### src/core/jsfp_defs.vh
`ifndef JSFP_DEFS_VH
`define JSFP_DEFS_VH
// ****************************************
// Timing
// ****************************************
`define JSFP_CLK_PERIOD_NS  5
`define JSFP_SLOW_PERIOD_NS 31250
// ****************************************
// TAP instruction and entry values
// ****************************************
`define JSFP_IR_W           4
`define JSFP_IR_CAPTURE     4'h1
`define JSFP_IR_BYPASS      4'hf
`define JSFP_IR_ENTRY       4'h2
`define JSFP_DR_ENTRY       4'h2
`define JSFP_IR_COMMS       4'hc
// ****************************************
// Comms scan chain layout
// ****************************************
`define JSFP_CHAIN_W        38
`define JSFP_DATA_W         32
`define JSFP_ADDR_LSB       32
`define JSFP_ADDR_MSB       36
`define JSFP_RW_BIT         37
`define JSFP_REG_FLAGS      5'h04
`define JSFP_REG_DATA       5'h05
`define JSFP_FLAG_WPEND     0
`define JSFP_FLAG_RAVAIL    1
// ****************************************
// Read command word
// ****************************************
`define JSFP_CNT_LSB        16
`define JSFP_CNT_MSB        31
`define JSFP_OP_MSB         15
`define JSFP_OP_READ        16'h000f
`define JSFP_WORD_STEP      32'h00000004
`define JSFP_ALIGN_MASK     32'hfffffffc
`endif

### src/core/jsfp_core.v
`include "jsfp_defs.vh"

// Overview of operation
// - Start on internal clock; switch to main clock input only if above 32 kHz.
// - Comms chain is 38 bits: data 32, address 5, direction 1.
// - Register access happens on entry to Update-DR.
// - Flags register at address 0x04, data register at 0x05.
// - Flags register is read-only and carries the handshake flags.
// - Bit 1 set when a word waits for the programmer.
// - Bit 0 set while a written word is not yet taken.
// - Read command: count shifted 16 ORed with opcode, then start address.
// - Start address is word aligned; address advances after each word.
// - Memory is read as 32-bit words from any valid address.
module jsfp_core #(
    parameter DET_W      = 16,
    parameter DET_CYCLES = `JSFP_SLOW_PERIOD_NS / `JSFP_CLK_PERIOD_NS
) (
    input  wire        i_clk_sys,
    input  wire        i_rst_n,
    input  wire        i_ce,
    input  wire        i_test_select_input,
    input  wire        i_prog_enable_sel_a,
    input  wire        i_prog_enable_sel_b,
    input  wire        i_prog_enable_sel_c,
    input  wire        i_main_clock_input,
    input  wire        i_tck,
    input  wire        i_tms,
    input  wire        i_tdi,
    output reg         o_tdo,
    output reg         o_tdo_oe,
    output reg         o_test_mode,
    output reg         o_prog_mode,
    output reg         o_ready,
    output reg         o_clk_ext_sel,
    output reg         o_mem_req,
    output reg  [31:0] o_mem_addr,
    input  wire [31:0] i_mem_rdata,
    input  wire        i_mem_ack
);

// ****************************************
// TAP states and engine states
// ****************************************
localparam [3:0] T_TLR = 4'h0, T_RTI = 4'h1, T_SDR = 4'h2, T_CDR = 4'h3;
localparam [3:0] T_SHD = 4'h4, T_E1D = 4'h5, T_PDR = 4'h6, T_E2D = 4'h7;
localparam [3:0] T_UDR = 4'h8, T_SIR = 4'h9, T_CIR = 4'ha, T_SHI = 4'hb;
localparam [3:0] T_E1I = 4'hc, T_PIR = 4'hd, T_E2I = 4'he, T_UIR = 4'hf;
localparam [2:0] E_CMD = 3'h0, E_ADDR = 3'h1, E_FETCH = 3'h2;
localparam [2:0] E_WAIT = 3'h3, E_HOLD = 3'h4;
localparam [DET_W-1:0] DET_LAST = DET_CYCLES[DET_W-1:0] - 1'b1;

// ****************************************
// TAP next-state function
// ****************************************
function [3:0] tap_next;
    input [3:0] s;
    input       tms;
    begin
        case (s)
            T_TLR: tap_next = tms ? T_TLR : T_RTI;
            T_RTI: tap_next = tms ? T_SDR : T_RTI;
            T_SDR: tap_next = tms ? T_SIR : T_CDR;
            T_CDR: tap_next = tms ? T_E1D : T_SHD;
            T_SHD: tap_next = tms ? T_E1D : T_SHD;
            T_E1D: tap_next = tms ? T_UDR : T_PDR;
            T_PDR: tap_next = tms ? T_E2D : T_PDR;
            T_E2D: tap_next = tms ? T_UDR : T_SHD;
            T_UDR: tap_next = tms ? T_SDR : T_RTI;
            T_SIR: tap_next = tms ? T_TLR : T_CIR;
            T_CIR: tap_next = tms ? T_E1I : T_SHI;
            T_SHI: tap_next = tms ? T_E1I : T_SHI;
            T_E1I: tap_next = tms ? T_UIR : T_PIR;
            T_PIR: tap_next = tms ? T_E2I : T_PIR;
            T_E2I: tap_next = tms ? T_UIR : T_SHI;
            default: tap_next = tms ? T_SDR : T_RTI;
        endcase
    end
endfunction

// ****************************************
// Pin synchronisers
// ****************************************
reg  [3:0] pins_s1;
reg  [3:0] pins_s2;
reg  [2:0] link_s1;
reg  [2:0] link_s2;
reg        tck_d;
reg        mclk_s1;
reg        mclk_s2;
reg        mclk_d;

always @(posedge i_clk_sys or negedge i_rst_n) begin
    if (!i_rst_n) begin
        pins_s1 <= 4'h0;
        pins_s2 <= 4'h0;
        link_s1 <= 3'h7;
        link_s2 <= 3'h7;
        tck_d   <= 1'b1;
        mclk_s1 <= 1'b0;
        mclk_s2 <= 1'b0;
        mclk_d  <= 1'b0;
    end else if (i_ce) begin
        pins_s1 <= {i_test_select_input, i_prog_enable_sel_a,
                    i_prog_enable_sel_b, i_prog_enable_sel_c};
        pins_s2 <= pins_s1;
        link_s1 <= {i_tck, i_tms, i_tdi};
        link_s2 <= link_s1;
        tck_d   <= link_s2[2];
        mclk_s1 <= i_main_clock_input;
        mclk_s2 <= mclk_s1;
        mclk_d  <= mclk_s2;
    end
end

wire tck_rise  = link_s2[2] & ~tck_d;
wire tck_fall  = ~link_s2[2] & tck_d;
wire tms_s     = link_s2[1];
wire tdi_s     = link_s2[0];
wire mclk_rise = mclk_s2 & ~mclk_d;

// ****************************************
// Main clock detection
// ****************************************
reg [DET_W-1:0] det_cnt;
reg [1:0]       det_edges;

always @(posedge i_clk_sys or negedge i_rst_n) begin
    if (!i_rst_n) begin
        det_cnt       <= {DET_W{1'b0}};
        det_edges     <= 2'h0;
        o_ready       <= 1'b0;
        o_clk_ext_sel <= 1'b0;
    end else if (i_ce && !o_ready) begin
        det_cnt <= det_cnt + 1'b1;
        if (mclk_rise && det_edges != 2'h2)
            det_edges <= det_edges + 1'b1;
        if (det_cnt == DET_LAST) begin
            o_ready       <= 1'b1;
            o_clk_ext_sel <= (det_edges == 2'h2);
        end
    end
end

// ****************************************
// TAP controller and scan chain
// ****************************************
reg  [3:0]                 tap;
reg  [`JSFP_IR_W-1:0]      ir;
reg  [`JSFP_IR_W-1:0]      ir_sh;
reg  [`JSFP_CHAIN_W-1:0]   chain;
reg                        entry_armed;
reg  [31:0]                rd_hold;
reg  [31:0]                wr_word;
reg  [31:0]                out_word;
reg                        wr_pending;
reg                        rd_avail;
reg  [2:0]                 eng;

wire [3:0] tap_nx    = tap_next(tap, tms_s);
wire       comms_sel = (ir == `JSFP_IR_COMMS) && o_prog_mode;
wire       upd_dr    = tck_rise && o_test_mode && (tap_nx == T_UDR);
wire       acc       = upd_dr && comms_sel && o_ready;
wire [4:0] acc_addr  = chain[`JSFP_ADDR_MSB:`JSFP_ADDR_LSB];
wire       acc_wr    = chain[`JSFP_RW_BIT];
wire       set_wpend = acc && acc_wr && (acc_addr == `JSFP_REG_DATA);
wire       clr_ravl  = acc && !acc_wr && (acc_addr == `JSFP_REG_DATA);
wire       flags_rd  = acc && !acc_wr && (acc_addr == `JSFP_REG_FLAGS);
wire       take      = o_ready && wr_pending && (eng == E_CMD || eng == E_ADDR);
wire       set_ravl  = (eng == E_WAIT) && i_mem_ack;

reg  [`JSFP_CHAIN_W-1:0] next_chain;

always @* begin
    next_chain = chain;
    if (comms_sel)
        next_chain = {tdi_s, chain[`JSFP_CHAIN_W-1:1]};
    else if (ir == `JSFP_IR_ENTRY)
        next_chain = {34'h0, tdi_s, chain[3:1]};
    else
        next_chain = {37'h0, tdi_s};
end

always @(posedge i_clk_sys or negedge i_rst_n) begin
    if (!i_rst_n) begin
        tap         <= T_TLR;
        ir          <= `JSFP_IR_BYPASS;
        ir_sh       <= {`JSFP_IR_W{1'b0}};
        chain       <= {`JSFP_CHAIN_W{1'b0}};
        entry_armed <= 1'b0;
        o_prog_mode <= 1'b0;
        o_test_mode <= 1'b0;
        o_tdo       <= 1'b0;
        o_tdo_oe    <= 1'b0;
        rd_hold     <= 32'h0;
    end else if (i_ce) begin
        o_test_mode <= pins_s2[3] & pins_s2[2] & pins_s2[1] & ~pins_s2[0];
        if (tck_rise && o_test_mode) begin
            tap <= tap_nx;
            case (tap)
                T_TLR: ir <= `JSFP_IR_BYPASS;
                T_CIR: ir_sh <= `JSFP_IR_CAPTURE;
                T_SHI: ir_sh <= {tdi_s, ir_sh[`JSFP_IR_W-1:1]};
                T_UIR: begin
                    ir <= ir_sh;
                    if (ir_sh == `JSFP_IR_COMMS && entry_armed)
                        o_prog_mode <= 1'b1;
                end
                T_CDR: chain <= {6'h00, rd_hold};
                T_SHD: chain <= next_chain;
                T_UDR: begin
                    if (ir == `JSFP_IR_ENTRY && chain[3:0] == `JSFP_DR_ENTRY)
                        entry_armed <= 1'b1;
                end
                default: ;
            endcase
        end
        if (tck_fall) begin
            o_tdo_oe <= (tap == T_SHD) || (tap == T_SHI);
            if (tap == T_SHD)
                o_tdo <= chain[0];
            else if (tap == T_SHI)
                o_tdo <= ir_sh[0];
        end
        if (flags_rd)
            rd_hold <= {30'h0, rd_avail, wr_pending};
        else if (clr_ravl)
            rd_hold <= out_word;
    end
end

// ****************************************
// Handshake flags
// ****************************************
always @(posedge i_clk_sys or negedge i_rst_n) begin
    if (!i_rst_n) begin
        wr_pending <= 1'b0;
        rd_avail   <= 1'b0;
        wr_word    <= 32'h0;
    end else if (i_ce) begin
        wr_pending <= set_wpend | (wr_pending & ~take);
        rd_avail   <= set_ravl | (rd_avail & ~clr_ravl);
        if (set_wpend)
            wr_word <= chain[`JSFP_DATA_W-1:0];
    end
end

// ****************************************
// Read command engine
// ****************************************
reg [15:0] words_left;

always @(posedge i_clk_sys or negedge i_rst_n) begin
    if (!i_rst_n) begin
        eng        <= E_CMD;
        words_left <= 16'h0;
        o_mem_req  <= 1'b0;
        o_mem_addr <= 32'h0;
        out_word   <= 32'h0;
    end else if (i_ce) begin
        case (eng)
            E_CMD: begin
                if (take && wr_word[`JSFP_OP_MSB:0] == `JSFP_OP_READ
                    && wr_word[`JSFP_CNT_MSB:`JSFP_CNT_LSB] != 16'h0) begin
                    words_left <= wr_word[`JSFP_CNT_MSB:`JSFP_CNT_LSB];
                    eng        <= E_ADDR;
                end
            end
            E_ADDR: begin
                if (take) begin
                    o_mem_addr <= wr_word & `JSFP_ALIGN_MASK;
                    eng        <= E_FETCH;
                end
            end
            E_FETCH: begin
                o_mem_req <= 1'b1;
                eng       <= E_WAIT;
            end
            E_WAIT: begin
                if (i_mem_ack) begin
                    o_mem_req  <= 1'b0;
                    out_word   <= i_mem_rdata;
                    words_left <= words_left - 1'b1;
                    eng        <= E_HOLD;
                end
            end
            E_HOLD: begin
                if (!rd_avail) begin
                    o_mem_addr <= o_mem_addr + `JSFP_WORD_STEP;
                    eng        <= (words_left == 16'h0) ? E_CMD : E_FETCH;
                end
            end
            default: eng <= E_CMD;
        endcase
    end
end

endmodule // jsfp_core

### config.mk
export PLATFORM = sky130hd
export DESIGN_NAME = jsfp_core
export DESIGN_NICKNAME = d
export VERILOG_FILES = /design/src/core/jsfp_core.v
export VERILOG_INCLUDE_DIRS = /design/src /design/src/core
export SDC_FILE = /design/constraint.sdc
export NUM_CORES = 1
export LEC_CHECK = 0
export ABC_AREA = 1
export BUFFER_PORTS_ARGS = -buffer_cell sky130_fd_sc_hd__clkbuf_2
export CAP_MARGIN = 20
export CELL_PAD_IN_SITES_DETAIL_PLACEMENT = 0
export CELL_PAD_IN_SITES_GLOBAL_PLACEMENT = 1
export CORE_ASPECT_RATIO = 0.75
export CORE_MARGIN = 3
export CORE_UTILIZATION = 46
export CTS_CLUSTER_DIAMETER = 120
export CTS_CLUSTER_SIZE = 12
export DETAILED_ROUTE_END_ITERATION = 8
export MAX_ROUTING_LAYER = met4
export PLACE_DENSITY_LB_ADDON = 0.1
export SLEW_MARGIN = 5
export SYNTH_ARGS = -nofsm -noshare
export SYNTH_HDL_FRONTEND = slang
export SYNTH_SLANG_ARGS = --single-unit
### constraint.sdc
create_clock -name i_clk_sys -period 2.4 [get_ports i_clk_sys]
set_input_delay 0.24 -clock i_clk_sys [delete_from_list [all_inputs] [get_ports i_clk_sys]]
set_output_delay 0.24 -clock i_clk_sys [all_outputs]
set_load 0.01 [all_outputs]
# Word level (Yosys, flattened, before mapping)

Cells that the tools add are included.
Widths: inputs -> output; s select.

Register bits: 243
Input port bits: 44
Output and inout bits: 39

Add/sub/neg operators: 4
Eq/ne operators: 33
Muxes and demuxes: 36
Bitwise operators: 16
Reduce and logical (&&, ||, !) cells: 54

Operators by type and width:

| operator              | number |
|---|---|
| $mux 32               | 4 |
| $pmux 38 s2           | 1 |
| $pmux 32 s2           | 1 |
| $eq 4x4->1 const B    | 11 |
| $pmux 4 s11           | 1 |
| $mux 38               | 1 |
| $add 32x3->32 const B | 1 |
| $mux 16               | 2 |
| $pmux 16 s2           | 1 |
| $mux 4                | 5 |
| $logic_and 1x1->1     | 19 |
| $mux 3                | 6 |
| $reduce_and 3->1      | 6 |
| $add 16x1->16 const B | 1 |
| $eq 16x13->1 const B  | 1 |
| $eq 16x4->1 const B   | 1 |
| $eq 4x2->1 const B    | 4 |
| $eq 4x3->1 const B    | 4 |
| $logic_not 16->1      | 1 |
| $pmux 4 s2            | 2 |
| $reduce_and 4->1      | 4 |
| $reduce_bool 16->1    | 1 |
| $reduce_bool 2->1     | 8 |
| $sub 16x1->16 const B | 1 |
| other kinds (22)      | 56 |

# Longest topological paths before layout

Depth after elaboration: 12
Mapped depth: 15
Gate-level depth less buffers: 14

# Least setup slack after synthesis

No wires, ideal clock.

Kind: reg2reg
From: register link_s2[1]
To: register wr_word[16]
Library setup time: 117 ps
Arrival: 1912 ps
Data required time: 2283 ps
Path slack: 370 ps
Cell stages (with the launch flop): 14
Cell sequence: dfstp_2 -> buf_2 -> inv_1 -> nand3_1 -> o21ai_0 -> nor2_2 -> nand3_1 -> nor2_1 -> and3_1 -> nand3_1 -> buf_6 -> buf_6 -> nand2_1 -> o21ai_2

Longest elaborated chain between the ends: 9
Elaborated cells on any way between the ends: 20
Classes of those cells: eq/ne (1); mux (13); reduce/logical (6)

RTL lines:

| what                                  | RTL line        | source |
|---|---|---|
| start, declared                       | jsfp_core.v:86  | `reg [2:0] link_s2;` |
| start signal, assigned                | jsfp_core.v:107 | `link_s2 <= link_s1;` |
| $mux 2 (tied with other cells)        | -               |  |
| $pmux 4 s11 (*)                       | jsfp_core.v:59  | `case (s)` |
| $eq 4x4->1 (*)                        | jsfp_core.v:161 | `wire upd_dr = tck_rise && o_test_mode && (tap_nx == T_UDR);` |
| $logic_and 1x1->1 (*)                 | jsfp_core.v:161 |  |
| $logic_and 1x1->1 (*) (2 in a row)    | jsfp_core.v:162 | `wire acc = upd_dr && comms_sel && o_ready;` |
| $logic_and 1x1->1 (*) (2 in a row)    | jsfp_core.v:165 | `` wire set_wpend = acc && acc_wr && (acc_addr == `JSFP_REG_DATA); `` |
| $reduce_and 2->1 (no source line) (*) | -               |  |
| end signal, assigned                  | jsfp_core.v:243 | `` wr_word <= chain[`JSFP_DATA_W-1:0]; `` |
| end, declared                         | jsfp_core.v:153 | `reg [31:0] wr_word;` |

Mark *: on every way between the ends. The rest lies on a longest branch, timed or not.
A chain may end at the register's enable or synchronous reset.

# Worst setup path after layout

From: register o_mem_addr[2]
To: register o_mem_addr[26]

Longest elaborated chain between the ends: 3

RTL lines:

| what                           | RTL line        | source |
|---|---|---|
| start, declared                | jsfp_core.v:36  | `output reg [31:0] o_mem_addr,` |
| start signal, assigned         | jsfp_core.v:270 | `` o_mem_addr <= wr_word & `JSFP_ALIGN_MASK; `` |
| start signal, assigned         | jsfp_core.v:288 | `` o_mem_addr <= o_mem_addr + `JSFP_WORD_STEP; `` |
| $add 32x3->32 (no source line) | -               |  |
| $mux 32                        | jsfp_core.v:287 | `if (!rd_avail) begin` |
| $pmux 32 s2                    | jsfp_core.v:260 | `case (eng)` |

No other way between the ends. The select of a mux whose other input is x is not followed.

==> parameters.txt <==
Parameter                              Value

Synthesis
  Synth Area in XOR/XNOR ... 2.61%
  Cell area after synthesis ... 11800 µm²
  Most used flip-flop cell after synthesis ... dfrtp_1
  Asr flop ratio synth ... 100%
  Largest family of logic cells by synthesized area ... simple AND/OR/NAND/NOR gates
  Synth Area in Compound Gates ... 16.7%
  Synth Register Bits ... 241
  Number of enable-type register cells in the synthesized netlist ... 0
  Average cell area after synthesis ... 8.26 µm²
  Mux cell area share after synthesis ... 0%
  Gate count after technology mapping ... 1424
  Number of unique standard cell types used by synthesis ... 44
  Fraction of the mapped netlist area in adder cells ... 0.532%
  Synthesis Warnings ... 0
  Post-Synth Simple-Gate Area ... 19.9%
  Sequential-to-total area share from yosys stat ... 51.4%

Timing
  Tcrit/Tclk final ... 92.4%
  Post-Route Skew ... 0.0184 ns
  Worst slew margin relative to its limit ... 62.4%
  Setup repair after global routing missed its margin ... false
  Minimum clock period after layout ... 2.22 ns
  Setup_tns ... 0 ns
  Max-slew violation count ... 0
  Hold violation total from the final report ... 0
  Tightest Pin Transition ... 0.564 ns
  Final setup fails ... 0
  Highest attainable clock frequency ... 0.451 GHz

Worst setup path
  Critical Path Sink Type ... register
  Startpoint types ... register
  Maximum fanout along the worst path ... 6
  Type of the setup path with the least slack ... register to register
  Worst Path Arrival ... 2.65 ns
  Critical Path RT ... 2.83 ns

Place
  Global placer's final weighted congestion ... 0.884
  Post-DP HPWL ... 20.5 mm
  Dpl cells ... 1809
  Count of buffers inserted at the top-level ports ... 80

Route
  Total DRC errors in the routed layout ... 0
  Ratio of routed vias to standard cells ... 5.20
  Average wire per standard cell ... 15.5 µm
  Final wirelength ... 29.4 mm
  Violation count after the first detailed-routing iteration ... 618
  Final ANT Viol Nets ... 0
  Detailed-routing iteration count for the pre-antenna-repair pass ... 5
  Total number of vias ... 9847

Global routing
  Number of antenna violations at the first check in global routing ... 0
  Wire length of the first global-routing pass ... 48.9 mm
  Vias in the first global route ... 9210
  Aggregate global-route resource usage ... 22.4%
  Maximum number of pins on one net before global-route repair ... 67
  Overflow left after global routing ... 0

Cells and area
  Share of post-route cells with drive strength above 1 ... 13.6%
  Number of antenna diodes ... 0
  Nets ... 1588
  Post-Layout Cell Count ... 1895
  Area Growth Syn to Fin ... 17.5%

Floorplanning
  Horizontal extent of the die ... 191 µm
  Area of the die ... 27600 µm²
  Core Rows ... 50
  Chip height ... 145 µm
  Ports ... 83
  Starting density of the core ... 47.0%
  Core area ... 25000 µm²

CTS
  Master cell of the clock root buffer ... clkbuf_16
  Clock sink total ... 241
  Maximum buffer depth of the clock tree ... 3
  Maximum level of the CTS H-tree ... 1
  Clock-pin slew of the registers on the worst-case setup and hold paths ... 0.07 ns
  Buffers inserted during post-CTS setup optimization ... 0
  Clock latency of the later-clocked register in the worst-skew pair ... 0.54 ns
  CTS Buf Count ... 24
  Clock tree from TritonCTS ... yes

Pwr
  Power per cell area ... 870 nW/µm²
  Total power after layout ... 12.0 mW
  Largest vdd supply drop ... 0.000592 V
  Leakage power ... 6.60 nW

Run status
  Outcome ... finished clean

Job
  Maximum Capacitance Violations ... 0

Min path
  Tightest Hold Check Type ... input pin to register
==> where the power goes <==
group	switching (mW)	internal (mW)	leakage, nW
Sequential	0.645	4.84	2.95
Clock	1.63	1.90	0.334
Combinational	1.92	1.09	3.32
==> logic make-up after synthesis <==
family	Yosys count
AND/OR/NAND/NOR	537
AO/OA/AOI/OAI	348
buffers and inverters	257
flip-flops	241
XOR/XNOR	35
adder cells (fa/ha/maj)	5
other	1
==> stage by stage <==
step           setup slack [ns]  util (%)  area (µm²)  hold WS, ns
2_1_floorplan             0.370         -       11800      -0.0556
3_5_place_dp             0.0663      50.5       12600        0.245
5_1_grt                 0.00174      55.2       13800        0.157
4_1_cts                  0.0561      55.0       13800        0.115
3_3_place_gp             0.0573      50.5       12600        0.245
6_report                  0.182      55.2       13800        0.133
==> critical path, cell delays in order, from the launching register on <==
cell	delay, ns
dfrtp_2	0.44
ha_2	0.23
nand2_1	0.06
nor2_1	0.19
nand2_1	0.13
nor2_1	0.17
nand2_1	0.13
nor4_1	0.42
or2_2	0.19
nand3_1	0.06
nand2_1	0.06
nand2_1	0.04
==> synth_stat cells, types with 11 or more instances <==
cell type  instances  area [µm²]
a21oi_1           61         305
a22oi_1           37         278
clkbuf_1          41         154
dfrtp_1          230        5760
dfstp_2           11         289
inv_1            188         706
nand2_1          285        1070
nand3_1           83         415
nand4_1           21         131
nor2_1            89         334
nor3_1            19        95.1
nor4_1            14        87.6
o21ai_0          194         971
o21ai_1           11        55.1
o21ai_2           23         201
xor2_1            26         228
==> worst paths after layout <==
path,cells after the start,slack (ns),from,endpoint
setup / recovery,11,0.18,o_mem_addr[2]$_DFFE_PN0P_,o_mem_addr[26]$_DFFE_PN0P_
hold / removal,4,0.13,i_ce,det_cnt[0]$_DFFE_PN0P_
setup reg to reg,11,0.18,o_mem_addr[2]$_DFFE_PN0P_,o_mem_addr[26]$_DFFE_PN0P_
hold reg to reg,2,0.46,link_s1[0]$_DFFE_PN1P_,link_s1[0]$_DFFE_PN1P_
max in group asynchronous,3,1.35,i_rst_n,link_s2[1]$_DFFE_PN1P_
min in group asynchronous,2,0.27,i_rst_n,o_mem_addr[17]$_DFFE_PN0P_
==> layer usage <==
| layer | global-route usage, % | up-vias | share of wire (%) |
|---|---|---|---|
| li1 | - | 4906 | - |
| met1 | 35.4 | 4679 | 53 |
| met2 | 30.7 | 228 | 40 |
| met3 | 3.00 | 34 | 4.7 |
| met4 | 3.78 | 0 | 1.5 |
| met5 | - | - | 0 |
==> state kept, by name (all words and copies together) (netlist names), 2 cells and up <==
signal / count
tap: 4
rd_hold: 32
pins_s1: 4
det_cnt: 16
ir_sh: 4
pins_s2: 4
link_s1: 3
ir: 4
eng: 3
det_edges: 2
chain: 38
words_left: 16
out_word: 32
link_s2: 3
wr_word: 32
o_mem_addr: 30
==> layout make-up <==
type / instances / area [µm²]
fill: 2391 / 11200
sequential: 241 / 6050
clock buffer: 42 / 668
multi-input combinational: 927 / 4730
tap: 338 / 423
clock inverter: 2 / 41.3
timing repair buffer: 153 / 1190
inverter: 192 / 721
==> layout by cell type (no fill, tap or decap), drive strengths merged, types with 21 or more instances in the layout <==
master,n
a21oi,61
a22oi,37
buf,32
clkbuf,122
dfrtp,230
dlygate4sd3,41
inv,193
nand2,285
nand3,84
nand4,21
nor2,95
nor3,22
o21ai,228
xor2,26
==> repair_timing <==
| item | in CTS | in global routing |
|---|---|---|
| endpoints found under the setup margin | 0 | 59 |
| hold endpoints to repair | 101 | 0 |
| hold buffers | 41 | 0 |
| resized for setup | 0 | 16 |
(Power assumes the default switching activity.)
